[src/rtl/sched_pkg.sv]
// Shared constants for the partition auto-arm scheduler
package sched_pkg;
  localparam int unsigned CLK_HZ = 40000000;
  localparam int unsigned TICK_CYCLES = CLK_HZ;
  localparam int unsigned STEP_MIN = 4;
  localparam int unsigned MAX_STEP = 14;
  localparam int unsigned MAX_WARN_MIN = 15;
  localparam int unsigned BEEP_SLOW_S = 15;
  localparam int unsigned BEEP_FAST_S = 5;
  localparam int unsigned FAST_WINDOW_S = 60;
  localparam int unsigned EXT_HOUR_S = 3600;
  localparam int unsigned NUM_TIMERS = 20;
  localparam int unsigned NUM_ACCESS = 8;
  localparam int unsigned NUM_WIN = 20;
  // Register byte addresses
  localparam logic [7:0] ADR_CTRL = 8'h00;
  localparam logic [7:0] ADR_DELAYS = 8'h04;
  localparam logic [7:0] ADR_STATUS = 8'h08;
  localparam logic [7:0] ADR_CMD = 8'h0c;
  localparam logic [7:0] ADR_TIMERS = 8'h10;
  localparam logic [7:0] ADR_ACCESS = 8'h14;
  localparam logic [7:0] ADR_RELAY = 8'h18;
  // Control bit positions
  localparam int unsigned C_AUTOARM = 0;
  localparam int unsigned C_AUTODIS = 1;
  localparam int unsigned C_FORCE = 2;
  localparam int unsigned C_RESTRICT = 3;
  localparam int unsigned C_OVERRIDE = 4;
  localparam int unsigned C_EXCEPT = 5;
  localparam int unsigned C_MISSED = 6;
  localparam int unsigned C_ONCE = 7;
  localparam int unsigned C_RMODE = 8;
  localparam logic [31:0] CTRL_RESET = 32'h0;
  localparam logic [31:0] DELAYS_RESET = 32'h0000_0100;
  // Relay modes
  localparam logic [1:0] RM_START = 2'h0;
  localparam logic [1:0] RM_END = 2'h1;
  localparam logic [1:0] RM_DURING = 2'h2;
  localparam logic [1:0] RM_BOTH = 2'h3;
  typedef enum {ST_IDLE, ST_GRACE, ST_WARN} arm_state_t;
endpackage : sched_pkg

[src/rtl/partition_auto_arm_scheduler.sv]
// Partition auto-arm/disarm scheduler with Wishbone register access
`timescale 1ns/100ps
`default_nettype none
module partition_auto_arm_scheduler #(
  parameter int unsigned TICK_CYCLES = sched_pkg::TICK_CYCLES,
  parameter int unsigned HOUR_S = sched_pkg::EXT_HOUR_S
) (
  // Clock and reset
  input wire logic clk_i,
  input wire logic rst_i,
  // Wishbone slave
  input wire logic cyc_i,
  input wire logic stb_i,
  input wire logic we_i,
  input wire logic [7:0] adr_i,
  input wire logic [3:0] sel_i,
  input wire logic [31:0] dat_i,
  output logic [31:0] dat_o,
  output logic ack_o,
  // Schedule windows and partition state
  input wire logic open_win_i,
  input wire logic close_win_i,
  input wire logic [19:0] win_active_i,
  input wire logic [19:0] timer_due_i,
  input wire logic armed_i,
  input wire logic in_alarm_i,
  input wire logic faults_i,
  // Keypad requests
  input wire logic ext_req_i,
  input wire logic ext_two_i,
  input wire logic disarm_req_i,
  input wire logic code_req_i,
  input wire logic [2:0] code_sched_i,
  input wire logic code_sched_en_i,
  input wire logic sched_holiday_i,
  // Actions and keypad indications
  output logic full_perimeter_arm_mode_o,
  output logic bypass_faults_o,
  output logic disarm_o,
  output logic disarm_ok_o,
  output logic beep_o,
  output logic alert_msg_o,
  output logic schedule_reject_message_o,
  output logic code_ok_o,
  output logic open_report_o,
  output logic close_report_o,
  output logic missed_open_o,
  output logic missed_close_o,
  output logic relay_o,
  output logic [19:0] timer_out_o
);
  localparam int unsigned TW = $clog2(TICK_CYCLES + 1);
  localparam int unsigned SW = 14;

  logic [31:0] ctrl;
  logic [31:0] delays;
  logic [31:0] access_map;
  logic [19:0] timer_en;
  logic [19:0] timer_once;
  logic [TW-1:0] tick_cnt;
  logic tick;
  sched_pkg::arm_state_t state;
  logic [SW-1:0] secs;
  logic [SW-1:0] ext_secs;
  logic [SW-1:0] dis_secs;
  logic dis_run;
  logic [3:0] beep_cnt;
  logic close_d;
  logic open_d;
  logic armed_d;
  logic win_d;
  logic relay_done;
  logic [19:0] timer_done;

  // Converts a step count to seconds; steps cap at fourteen
  function automatic logic [SW-1:0] step_secs(input logic [3:0] steps);
    logic [3:0] s;
    s = (steps > 4'(sched_pkg::MAX_STEP)) ? 4'(sched_pkg::MAX_STEP) : steps;
    step_secs = SW'(s) * SW'(sched_pkg::STEP_MIN * 60);
  endfunction

  // Field decode
  wire logic [3:0] grace_steps = delays[3:0];
  wire logic [3:0] warn_raw = delays[11:8];
  wire logic [3:0] dis_steps = delays[19:16];
  wire logic [3:0] warn_min = (warn_raw == 4'h0) ? 4'h1 : warn_raw;
  wire logic [SW-1:0] warn_secs = SW'(warn_min) * SW'(60);
  wire logic [1:0] rmode = ctrl[sched_pkg::C_RMODE +: 2];
  wire logic once = ctrl[sched_pkg::C_ONCE];
  wire logic close_end = close_d & ~close_win_i;
  wire logic open_end = open_d & ~open_win_i;
  wire logic win_rise = win_active_i[0] & ~win_d;
  wire logic win_fall = ~win_active_i[0] & win_d;
  wire logic arm_edge = armed_i & ~armed_d;
  wire logic dis_edge = ~armed_i & armed_d;
  wire logic bus_req = cyc_i & stb_i & ~ack_o;
  wire logic bus_wr = bus_req & we_i;
  wire logic ext_fire = bus_wr && adr_i == sched_pkg::ADR_CMD && sel_i[0] && dat_i[0];
  wire logic ext_any = ext_req_i | ext_fire;
  // Only a command write may pick the length from the bus data
  wire logic ext_long = ext_fire ? dat_i[1] : ext_two_i;
  wire logic [SW-1:0] ext_amt = ext_long ? SW'(2 * HOUR_S) : SW'(HOUR_S);
  wire logic fast = (state == sched_pkg::ST_WARN) && (secs <= SW'(sched_pkg::FAST_WINDOW_S));
  wire logic [3:0] beep_period = fast ? 4'(sched_pkg::BEEP_FAST_S) : 4'(sched_pkg::BEEP_SLOW_S);
  wire logic in_any_win = open_win_i | close_win_i;
  wire logic arm_now = (state == sched_pkg::ST_WARN) && tick && (secs == SW'(1));
  wire logic sched_bit = access_map[{code_sched_i, 2'b00} +: 1] |
    (sched_holiday_i ? access_map[{code_sched_i, 2'b10} +: 1] : access_map[{code_sched_i, 2'b01} +: 1]);
  // Widened index so schedule seven reaches window eight, not window zero
  wire logic code_allowed = ~code_sched_en_i |
    (sched_bit & win_active_i[{2'b00, code_sched_i} + 5'h01]);

  // Shared one-second tick for every countdown
  always_ff @(posedge clk_i) begin
    if (rst_i || tick_cnt == TW'(TICK_CYCLES - 1)) begin
      tick_cnt <= '0;
    end else begin
      tick_cnt <= tick_cnt + TW'(1);
    end
  end
  assign tick = (tick_cnt == TW'(TICK_CYCLES - 1));

  // Edge history of windows and arming
  always_ff @(posedge clk_i) begin
    if (rst_i) begin
      close_d <= 1'b0;
      open_d <= 1'b0;
      armed_d <= 1'b0;
      win_d <= 1'b0;
    end else begin
      close_d <= close_win_i;
      open_d <= open_win_i;
      armed_d <= armed_i;
      win_d <= win_active_i[0];
    end
  end

  // Auto-arm sequencer: extension, grace, warning, arm
  always_ff @(posedge clk_i) begin
    if (rst_i) begin
      state <= sched_pkg::ST_IDLE;
      secs <= '0;
      ext_secs <= '0;
    end else begin
      case (state)
        sched_pkg::ST_IDLE: begin
          if (ext_any && (close_win_i || ext_secs != '0)) begin
            ext_secs <= ext_secs + ext_amt;
          end else if (tick && ext_secs != '0 && !close_win_i) begin
            ext_secs <= ext_secs - SW'(1);
            if (ext_secs == SW'(1) && ctrl[sched_pkg::C_AUTOARM] && !armed_i) begin
              state <= sched_pkg::ST_GRACE;
              secs <= step_secs(grace_steps);
            end
          end else if (close_end && ext_secs == '0 && ctrl[sched_pkg::C_AUTOARM] && !armed_i) begin
            state <= sched_pkg::ST_GRACE;
            secs <= step_secs(grace_steps);
          end
        end
        sched_pkg::ST_GRACE: begin
          if (armed_i) begin
            state <= sched_pkg::ST_IDLE;
          end else if (secs == '0 || (tick && secs == SW'(1))) begin
            state <= sched_pkg::ST_WARN;
            secs <= warn_secs;
          end else if (tick) begin
            secs <= secs - SW'(1);
          end
        end
        sched_pkg::ST_WARN: begin
          if (armed_i || arm_now) begin
            state <= sched_pkg::ST_IDLE;
            secs <= '0;
          end else if (tick) begin
            secs <= secs - SW'(1);
          end
        end
        default: state <= sched_pkg::ST_IDLE;
      endcase
    end
  end

  // Beep cadence counted in seconds of warning
  always_ff @(posedge clk_i) begin
    if (rst_i || state != sched_pkg::ST_WARN) begin
      beep_cnt <= '0;
    end else if (tick) begin
      beep_cnt <= (beep_cnt + 4'h1 >= beep_period) ? 4'h0 : beep_cnt + 4'h1;
    end
  end

  // Auto-disarm delay after the opening window closes
  always_ff @(posedge clk_i) begin
    if (rst_i) begin
      dis_run <= 1'b0;
      dis_secs <= '0;
    end else if (open_end && ctrl[sched_pkg::C_AUTODIS] && armed_i) begin
      dis_run <= 1'b1;
      dis_secs <= step_secs(dis_steps);
    end else if (dis_run && (!armed_i || dis_secs == '0)) begin
      dis_run <= 1'b0;
    end else if (dis_run && tick) begin
      dis_secs <= dis_secs - SW'(1);
    end
  end

  // Relay and user timers, with one-shot lockout
  always_ff @(posedge clk_i) begin
    if (rst_i) begin
      relay_done <= 1'b0;
      timer_done <= '0;
      timer_out_o <= '0;
    end else begin
      if (win_fall && once) begin
        relay_done <= 1'b1;
      end
      timer_done <= timer_done | (timer_due_i & timer_once);
      timer_out_o <= timer_due_i & timer_en & ~timer_done;
    end
  end

  // Actions and keypad indications
  always_ff @(posedge clk_i) begin
    if (rst_i) begin
      full_perimeter_arm_mode_o <= 1'b0;
      bypass_faults_o <= 1'b0;
      disarm_o <= 1'b0;
      disarm_ok_o <= 1'b0;
      beep_o <= 1'b0;
      alert_msg_o <= 1'b0;
      schedule_reject_message_o <= 1'b0;
      code_ok_o <= 1'b0;
      open_report_o <= 1'b0;
      close_report_o <= 1'b0;
      missed_open_o <= 1'b0;
      missed_close_o <= 1'b0;
      relay_o <= 1'b0;
    end else begin
      full_perimeter_arm_mode_o <= arm_now;
      bypass_faults_o <= arm_now && ctrl[sched_pkg::C_FORCE] && faults_i;
      disarm_o <= dis_run && armed_i && (dis_secs == '0);
      disarm_ok_o <= disarm_req_i && (!ctrl[sched_pkg::C_RESTRICT] || in_any_win
        || (ctrl[sched_pkg::C_OVERRIDE] && in_alarm_i));
      beep_o <= (state == sched_pkg::ST_WARN) && tick && (beep_cnt == 4'h0);
      alert_msg_o <= (state == sched_pkg::ST_WARN);
      schedule_reject_message_o <= code_req_i && !code_allowed;
      code_ok_o <= code_req_i && code_allowed;
      open_report_o <= dis_edge && (!ctrl[sched_pkg::C_EXCEPT] || !in_any_win);
      close_report_o <= arm_edge && (!ctrl[sched_pkg::C_EXCEPT] || !close_win_i);
      missed_open_o <= open_end && ctrl[sched_pkg::C_MISSED] && armed_i;
      missed_close_o <= close_end && ext_secs == '0 && ctrl[sched_pkg::C_MISSED] && !armed_i;
      case (rmode)
        sched_pkg::RM_START: relay_o <= relay_done ? relay_o : (relay_o | win_rise);
        sched_pkg::RM_END: relay_o <= relay_done ? relay_o : (relay_o | win_fall);
        sched_pkg::RM_DURING: relay_o <= win_active_i[0] & ~relay_done;
        sched_pkg::RM_BOTH: relay_o <= (win_rise | win_fall) & ~relay_done;
        default: relay_o <= 1'b0;
      endcase
    end
  end

  // Wishbone registers, single registered answer one cycle after the request
  always_ff @(posedge clk_i) begin
    if (rst_i) begin
      ack_o <= 1'b0;
      dat_o <= '0;
      ctrl <= sched_pkg::CTRL_RESET;
      delays <= sched_pkg::DELAYS_RESET;
      access_map <= '0;
      timer_en <= '0;
      timer_once <= '0;
    end else begin
      ack_o <= bus_req;
      if (bus_wr && sel_i[0]) begin
        case (adr_i)
          sched_pkg::ADR_CTRL: ctrl[7:0] <= dat_i[7:0];
          sched_pkg::ADR_DELAYS: delays[7:0] <= dat_i[7:0];
          sched_pkg::ADR_ACCESS: access_map[7:0] <= dat_i[7:0];
          sched_pkg::ADR_TIMERS: timer_en[7:0] <= dat_i[7:0];
          sched_pkg::ADR_RELAY: timer_once[7:0] <= dat_i[7:0];
          default: ;
        endcase
      end
      if (bus_wr && sel_i[1]) begin
        case (adr_i)
          sched_pkg::ADR_CTRL: ctrl[15:8] <= dat_i[15:8];
          sched_pkg::ADR_DELAYS: delays[15:8] <= dat_i[15:8];
          sched_pkg::ADR_ACCESS: access_map[15:8] <= dat_i[15:8];
          sched_pkg::ADR_TIMERS: timer_en[15:8] <= dat_i[15:8];
          sched_pkg::ADR_RELAY: timer_once[15:8] <= dat_i[15:8];
          default: ;
        endcase
      end
      if (bus_wr && sel_i[2]) begin
        case (adr_i)
          sched_pkg::ADR_DELAYS: delays[23:16] <= dat_i[23:16];
          sched_pkg::ADR_ACCESS: access_map[23:16] <= dat_i[23:16];
          sched_pkg::ADR_TIMERS: timer_en[19:16] <= dat_i[19:16];
          sched_pkg::ADR_RELAY: timer_once[19:16] <= dat_i[19:16];
          default: ;
        endcase
      end
      if (bus_wr && sel_i[3] && adr_i == sched_pkg::ADR_ACCESS) begin
        access_map[31:24] <= dat_i[31:24];
      end
      case (adr_i)
        sched_pkg::ADR_CTRL: dat_o <= {22'h0, ctrl[9:0]};
        sched_pkg::ADR_DELAYS: dat_o <= {12'h0, delays[19:16], 4'h0, delays[11:8], 4'h0, delays[3:0]};
        sched_pkg::ADR_STATUS: dat_o <= {2'h0, secs, ext_secs[13:2], 1'b0, dis_run,
          state == sched_pkg::ST_WARN, state == sched_pkg::ST_GRACE};
        sched_pkg::ADR_ACCESS: dat_o <= access_map;
        sched_pkg::ADR_TIMERS: dat_o <= {12'h0, timer_en};
        sched_pkg::ADR_RELAY: dat_o <= {12'h0, timer_once};
        default: dat_o <= '0;
      endcase
    end
  end

  // Arming follows the warning end by one edge
  a_arm_follows_warn: assert property (@(posedge clk_i) disable iff (rst_i)
    arm_now |=> full_perimeter_arm_mode_o) else $error("arm pulse missing");
  a_arm_only_warn: assert property (@(posedge clk_i) disable iff (rst_i)
    full_perimeter_arm_mode_o |-> $past(state) == sched_pkg::ST_WARN) else $error("arm outside warning");
  a_grace_to_warn: assert property (@(posedge clk_i) disable iff (rst_i)
    (state == sched_pkg::ST_GRACE && !armed_i && secs == '0) |=> state == sched_pkg::ST_WARN)
    else $error("grace did not end");
  a_warn_length: assert property (@(posedge clk_i) disable iff (rst_i)
    (state == sched_pkg::ST_GRACE ##1 state == sched_pkg::ST_WARN) |-> secs == warn_secs)
    else $error("bad warning length");
  a_grace_cap: assert property (@(posedge clk_i) disable iff (rst_i)
    state == sched_pkg::ST_GRACE |-> secs <= SW'(56 * 60)) else $error("grace too long");
  a_alert_in_warn: assert property (@(posedge clk_i) disable iff (rst_i)
    alert_msg_o |-> $past(state) == sched_pkg::ST_WARN) else $error("alert outside warning");
  a_restrict_disarm: assert property (@(posedge clk_i) disable iff (rst_i)
    (disarm_req_i && ctrl[sched_pkg::C_RESTRICT] && !in_any_win && !in_alarm_i) |=> !disarm_ok_o)
    else $error("restricted disarm accepted");
  a_override_alarm: assert property (@(posedge clk_i) disable iff (rst_i)
    (disarm_req_i && ctrl[sched_pkg::C_OVERRIDE] && in_alarm_i) |=> disarm_ok_o)
    else $error("alarm disarm refused");
  a_reject_code: assert property (@(posedge clk_i) disable iff (rst_i)
    (code_req_i && !code_allowed) |=> schedule_reject_message_o && !code_ok_o)
    else $error("scheduled code not rejected");
  a_ack_one: assert property (@(posedge clk_i) disable iff (rst_i)
    ack_o |=> !ack_o) else $error("ack held two cycles");
  // Bypass, beeps, missed closing reports and timers only follow their causes
  a_bypass_with_arm: assert property (@(posedge clk_i) disable iff (rst_i)
    bypass_faults_o |-> full_perimeter_arm_mode_o) else $error("bypass without arm");
  a_beep_on_tick: assert property (@(posedge clk_i) disable iff (rst_i)
    beep_o |-> $past(tick)) else $error("beep off the second tick");
  a_missed_unarmed: assert property (@(posedge clk_i) disable iff (rst_i)
    missed_close_o |-> !$past(armed_i)) else $error("missed closing while armed");
  a_timer_enabled: assert property (@(posedge clk_i) disable iff (rst_i)
    (timer_out_o & ~$past(timer_en)) == '0) else $error("disabled timer fired");
endmodule // partition_auto_arm_scheduler
`default_nettype wire

[config.mk]
export PLATFORM = sky130hd
export DESIGN_NAME = partition_auto_arm_scheduler
export DESIGN_NICKNAME = d
export VERILOG_FILES = /design/src/rtl/sched_pkg.sv /design/src/rtl/partition_auto_arm_scheduler.sv
export SDC_FILE = /design/constraint.sdc
export NUM_CORES = 1
export LEC_CHECK = 0
export ABC_CLOCK_PERIOD_IN_PS = 4500
export BUFFER_PORTS_ARGS = -buffer_cell sky130_fd_sc_hd__buf_2
export CAP_MARGIN = 20
export CORE_MARGIN = 10
export CORE_UTILIZATION = 60
export CTS_BUF_LIST = sky130_fd_sc_hd__clkbuf_4 sky130_fd_sc_hd__clkbuf_8
export CTS_CLUSTER_SIZE = 40
export DETAILED_ROUTE_END_ITERATION = 6
export PLACE_DENSITY = 0.89
export RECOVER_POWER = 50
export SLEW_MARGIN = 15
export SYNTH_ARGS = -nofsm -noshare
export SYNTH_HDL_FRONTEND = slang
export SYNTH_SLANG_ARGS = --single-unit
[constraint.sdc]
create_clock -name clk_i -period 4.5 [get_ports clk_i]
set_clock_uncertainty 0.05 [all_clocks]
set_input_delay 0.225 -clock clk_i [delete_from_list [all_inputs] [get_ports clk_i]]
set_output_delay 0.225 -clock clk_i [all_outputs]
set_load 0.1 [all_outputs]
==> results_dict.tcl, run 1 <==
set metrics [dict create \
    outcome "finished, violations left" \
    violations "DRC" \
    ys_top_cells_by_count "dfxtp_1, nor2_1, nand2_1" \
    place_congestion 0.937 \
    ios 169 \
    slew_headroom_pct 19.3 \
    die_w_um 165 \
    synthMuxAreaShare_pct 8.64 \
    critPathArrivalTime_ps 4230 \
    synth-simple-area-share_pct 20.9 \
    setup_violations 0 \
    synth_most_common_cell "dfxtp_1" \
    path_depth 14 \
    worstSetupStartpoint "ack_o" \
    synth_top_cell_by_area "dfxtp_1" \
    critPathKind "reg -> reg" \
    die_h_um 165 \
    num_rows 53 \
    nets 1842 \
    cap_violations 0 \
    seqPwrFrac_pct 46.0 \
    dieArea_um2 27400 \
    yosysWarningCount 0 \
    yosys.cell_types.count 78 \
    routed_wl_um 40500 \
    ant_nets 0 \
    synthAdderAreaFrac_pct 7.41 \
    hold_viol 0 \
    place_inst 1830 \
    drive_gt1_share_pct 12.1 \
    crit_chain "and4b_1 > clkbuf_1 > nand4_1 > or2_2 > mux2i_1 > inv_1 > ha_1 > a21oi_1 > nor2_1 > a211o_1 > o21a_1 > o32a_1 > xnor2_1 > nor2_1" \
    worst-slew-pin-transition_ps 1220 \
    ys_ff_latch 260 \
    grt_remaining_overflow 0 \
    critPathCapture "ext_secs[13]" \
    worstPathRequired_ps 4890 \
    areaGrowthSynthToFinish_pct 20.1 \
    r2r_start "ack_o" \
    first_pass_iters 7 \
    clkPwrFrac_pct 46.0 \
    clk_latency_ps 590 \
    synth_nets 1621 \
    synth_xor_area_share_pct 4.00 \
    num_vias 12300 \
    reg2reg_to "ext_secs[13]" \
    core_area_um2 20900 \
    cts_max_level 2 \
    finalSetupTns_ps 0 \
    grt_pass1_wl_um 62900 \
    rsz0062_at_grt "false" \
    synth.avg_cell_area_um2 8.76 \
    crit_path_frequent_cell "nor2_1" \
    hold_path_class "in -> reg" \
    cts_tree "done" \
    fmax_ghz 0.260 \
    r2r_setup_slack_ps 660 \
    hpwlAfterDp_um 25700 \
    ys_seq_area_share_pct 41.0 \
    max_stage_delay_ps 410 \
    end_kind "register" \
    synth_ff_type "dfxtp_1" \
    synth_area_um2 12700 \
    synth_compound_area_share_pct 14.1 \
    antenna_found_initial 1 \
    crit_slowest_cell "clkbuf_1" \
    startpoint_type "register" \
    powerDensity_nw_per_um2 339 \
    synthTopCellsByArea "dfxtp_1, mux2i_1, nor2_1" \
    pwr-share-comb_pct 8.0 \
    post-route-period-util_pct 85.3 \
    vdd_ir_drop_max_mv 0.295 \
    setup_ws_ps 660 \
    path_buf_inv 2 \
    cts_buffers 42 \
    fin_crit_ps 3840 \
    stdcell_count 1974 \
    fin_area_um2 15200 \
    p_switching_w 0.00129 \
    netlist_instances 1450 \
    diodes 0 \
    dpl-instance-area_um2 13700 \
    grt_max_degree 75 \
    drt_iter0_markers 1515 \
    cts.clk_slew.worst_paths_ps 70 \
    fillCellCount 1385 \
    synth_edf_count 0 \
    clkSinkCount 260 \
    drc 25 \
    crit_family "simple AND/OR/NAND/NOR gates" \
    grt.total_usage_pct 28.2 \
    wire_per_inst_um 20.5 \
    async_flop_share_pct 0 \
    pre_cts_ws_ps 861 \
    synth_top_family_by_area "simple AND/OR/NAND/NOR gates" \
    grt_pass1_vias 12400 \
    initial_core_util_pct 60.8 \
    cts_root_buf "clkbuf_8" \
    swShare_pct 24.9 \
    viasPerCell 6.26 \
    cp_max_fo 9 \
    r2r_cells 14 \
    power.leakage_nw 6.21 \
    cts_buffer_depth 3 \
    yosysTopAreaCellShare_pct 41.0 \
    slew_viol_final 0 \
    power.internal_w 0.00388 \
    port_buffers 162 \
]
[tightest hold or removal path: cells and delay by family]
family,cells,cell delay [ps]
simple gates,2,250
buf+inv,1,110
compound gates,1,70
[flip-flops by register name, summed over array words and instances, names as in the netlist, 4 cells and up]
signal / count
timer_out_o: 20
beep_cnt: 4
ctrl: 10
tick_cnt: 26
delays: 12
access_map: 32
dis_secs: 14
ext_secs: 14
timer_en: 20
timer_done: 20
timer_once: 20
dat_o: 32
secs: 14
[power by group through the flow]
stage	Clock [W]	Combinational [W]	Sequential, W
2_1_floorplan	0	0.000220	0.00242
3_3_place_gp	0	0.000349	0.00242
3_5_place_dp	0	0.000353	0.00242
4_1_cts	0.00235	0.000399	0.00237
5_1_grt	0.00246	0.000445	0.00238
6_report	0.00237	0.000412	0.00238
[how the worst min path moves through the flow]
stage                               from         endpoint  slack (ps)  cells after the start
after floorplan              close_win_i   close_report_o         290                      1
after global routing          in_alarm_i      disarm_ok_o          90                      4
final                         in_alarm_i      disarm_ok_o          80                      4
after detailed placement  timer_done[15]  timer_out_o[15]         360                      1
after global placement    timer_done[17]  timer_out_o[17]         350                      1
after CTS                     in_alarm_i      disarm_ok_o          70                      4
[cell usage in the layout, fill, tap and decap left out, drive strengths merged, types with 6 or more instances in the layout]
| master | instances |
|---|---|
| dfxtp | 260 |
| nor2 | 209 |
| clkbuf | 130 |
| nand2 | 116 |
| a21oi | 106 |
| buf | 101 |
| mux2i | 86 |
| dlygate4sd3 | 72 |
| inv | 63 |
| ha | 56 |
| o21ai | 54 |
| nor3 | 52 |
| xnor2 | 32 |
| nand3 | 31 |
| a22oi | 28 |
| xor2 | 26 |
| nor2b | 20 |
| and3 | 20 |
| nand4 | 19 |
| nor4 | 16 |
| a211oi | 14 |
| fa | 12 |
| a22o | 11 |
| mux2 | 11 |
| a31oi | 10 |
| or4 | 10 |
| and2 | 10 |
| and4 | 8 |
| or3 | 8 |
| a21o | 8 |
| a221oi | 7 |
| o32ai | 7 |
| or2 | 7 |
| clkinv | 7 |
| nand2b | 6 |
[timing repair]
| item | 4_1_cts | 5_1_grt |
|---|---|---|
| buffers inserted | 0 | 0 |
| hold buffers | 72 | 0 |
| endpoints found under the setup margin | 0 | 0 |
| resized for setup | 0 | 0 |
| hold endpoints to repair | 144 | 0 |
[routing by layer]
| layer | share of wire (%) | vias up | GRT usage (%) |
|---|---|---|---|
| met1 | 36 | 5793 | 32.1 |
| met3 | 11 | 200 | 7.06 |
| met2 | 49 | 785 | 48.1 |
| met4 | 4.8 | 2 | 14.6 |
| li1 | - | 5569 | - |
| met5 | 0.027 | - | 0 |
[metrics by stage]
step | util [%] | hold WS, ps | power, W
after floorplan | - | 291 | 0.00264
after global placement | 65.4 | 355 | 0.00277
after detailed placement | 65.4 | 359 | 0.00278
after CTS | 73.5 | 74.1 | 0.00512
after global routing | 73.0 | 90.9 | 0.00528
final | 73.0 | 84.0 | 0.00516
[cell families (layout without fill, tap and decap cells)]
kind of cell / count (synthesis) / count (layout)
multiplexers: 102 / 102
AO/OA/AOI/OAI: 281 / 281
XOR/XNOR: 58 / 58
AND/OR/NAND/NOR: 551 / 551
buffers and inverters: 130 / 379
flip-flops: 260 / 260
adder cells (fa/ha/maj): 68 / 68
[cell type report]
class / count / area, µm² / share of cell area [%]
repair buffers: 244 / 1520 / 9.95
inverters: 63 / 236 / 1.55
clock buffers: 59 / 756 / 4.96
clock inverters: 13 / 210 / 1.38
well taps: 275 / 344 / 2.26
flip-flops and latches: 260 / 5200 / 34.1
multi-input cells: 1060 / 6980 / 45.8
(Power assumes the default switching activity.)
==> inputs of run 2 (changes only) <==
CORE_ASPECT_RATIO = 1.5   (was unset)
CTS_CLUSTER_DIAMETER = 60   (was unset)
==> run 2 against run 1 <==
Compared with the run above:
- count of clock-buffer cells in the layout shrank 44
- hold slack got worse by 58 ps
- design area decreased by 4.2%
- the run ends with capacitance limit, slew limit left
- wire length shrank 2.3%
- core utilization decreased by 3.1 points
- fmax fell by 0.29%
- via count is 2.5% lower
- die area grew 0.44%
- sequential share of layout area up 1.5 points
- critical endpoint is now secs[6]
- non-clock buffer count shrank 9
- combinational power hardly changed
==> results_dict.tcl, run 2 (synthesis gave the netlist of run 1 again) <==
set metrics [dict create \
    wire_per_inst_um 20.7 \
    hpwlAfterDp_um 27200 \
    nets 1806 \
    dieArea_um2 27500 \
    grt_max_degree 75 \
    place_inst 1823 \
    cts_buffers 15 \
    post-route-period-util_pct 85.6 \
    cts_tree "done" \
    fin_crit_ps 3850 \
    top_regs "access_map (32), dat_o (32), tick_cnt (26)" \
    hold_path_class "in -> reg" \
    multi_input_area_um2 6990 \
    cp_max_fo 74 \
    grt_pass1_vias 12000 \
    regArea_um2 5200 \
    outcome "finished, violations left" \
    violations "capacitance limit, slew limit" \
    r2r_setup_slack_ps 690 \
    die_h_um 198 \
    drc 0 \
    slew_viol_final 148 \
    areaGrowthSynthToFinish_pct 15.1 \
    cts_root_buf "clkbuf_8" \
    final_common_cell "dfxtp_1" \
    grt_remaining_overflow 0 \
    vdd_ir_drop_max_mv 0.385 \
    critPathArrivalTime_ps 4140 \
    core_area_um2 20900 \
    die_w_um 139 \
    power.leakage_nw 5.84 \
    grt.total_usage_pct 27.0 \
    drive_gt1_share_pct 9.86 \
    hold_depth 3 \
    ios 169 \
    r2r_cells 13 \
    hp-start "armed_i" \
    num_vias 12000 \
    num_rows 65 \
    rsz0062_at_grt "false" \
    initial_core_util_pct 60.7 \
    hold_viol 0 \
    critPathKind "in -> reg" \
    clkSinkCount 260 \
    cts_max_level 1 \
    fillCellCount 1568 \
    drt_iter0_markers 1472 \
    cts.clk_slew.worst_paths_ps 150 \
    viasPerCell 6.29 \
    antenna_found_initial 1 \
    slew_headroom_pct -105 \
    port_buffers 162 \
    worstPathRequired_ps 4790 \
    r2r_start "ack_o" \
    startpoint_type "primary input" \
    reg2reg_to "ext_secs[13]" \
    fin_area_um2 14600 \
    grt_pass1_wl_um 62400 \
    ant_nets 0 \
    clk_latency_ps 590 \
    end_kind "register" \
    post-route-util_pct 69.9 \
    fmax_ghz 0.260 \
    stdcell_count 1914 \
    finalSetupTns_ps 0 \
    worst-slew-pin-transition_ps 3080 \
    cap_violations 3 \
    dpl-instance-area_um2 13700 \
    powerDensity_nw_per_um2 283 \
    final_cell_mix "dfxtp_1, nor2_1, nand2_1, a21oi_1, buf_2" \
    place_congestion 0.948 \
    cts_buffer_depth 3 \
    routed_wl_um 39600 \
    setup_violations 0 \
    first_pass_iters 7 \
    hold_end "close_report_o" \
]
==> run 2: layout make-up <==
cell class / count / share of cell area, %
clock buffer: 15 / 1.41
clock inverter: 10 / 1.39
sequential: 260 / 35.6
inverter: 63 / 1.62
antenna: 3 / 0.0514
tap: 268 / 2.30
multi-input combinational: 1060 / 47.9
timing repair buffer: 235 / 9.75
==> run 2: worst max-delay path by stage <==
| stage | start | end | cells after the start |
|---|---|---|---|
| after floorplan | ack_o | ext_secs[13] | 14 |
| after global placement | adr_i[5] | ext_secs[13] | 14 |
| after detailed placement | adr_i[5] | ext_secs[13] | 14 |
| after CTS | ack_o | ext_secs[13] | 13 |
| after global routing | delays[10] | secs[9] | 16 |
| final | rst_i | secs[6] | 5 |
==> run 2: power by group <==
part	total, W	internal, W	switching, W
Sequential	0.00238	0.00233	0.0000560
Combinational	0.000414	0.000171	0.000243
Clock	0.00133	0.000413	0.000915
Total	0.00413	0.00291	0.00121
==> run 2: worst max-delay path, stage by stage <==
cell and delay [ps]:
dlygate4sd3_1 540, buf_6 430, clkbuf_1 2230, or2_0 510, o32ai_1 150
==> run 2: per-layer routing <==
metal	track usage [%]	routed length (µm)	up-vias	share of wire (%)
met2	48.1	19800	689	50
met5	0	12	-	0.030
met1	29.3	14300	5677	36
li1	-	-	5490	-
met4	16.9	2720	2	6.9
met3	4.39	2800	188	7.1
==> run 2: through the flow <==
| stage | total power [W] | setup slack [ps] | hold WS, ps |
|---|---|---|---|
| floorplan | 0.00264 | 874 | 291 |
| global placement | 0.00278 | 773 | 355 |
| detailed placement | 0.00278 | 749 | 357 |
| CTS | 0.00411 | 854 | 14.8 |
| global route | 0.00424 | 486 | 32.8 |
| finish | 0.00413 | 649 | 26.5 |
==> run 2: timing repair <==
item                                   in CTS  in global routing
resized for setup                           0                  0
endpoints found under the hold margin     143                  0
setup buffers                               0                  0
hold buffers                               63                  0
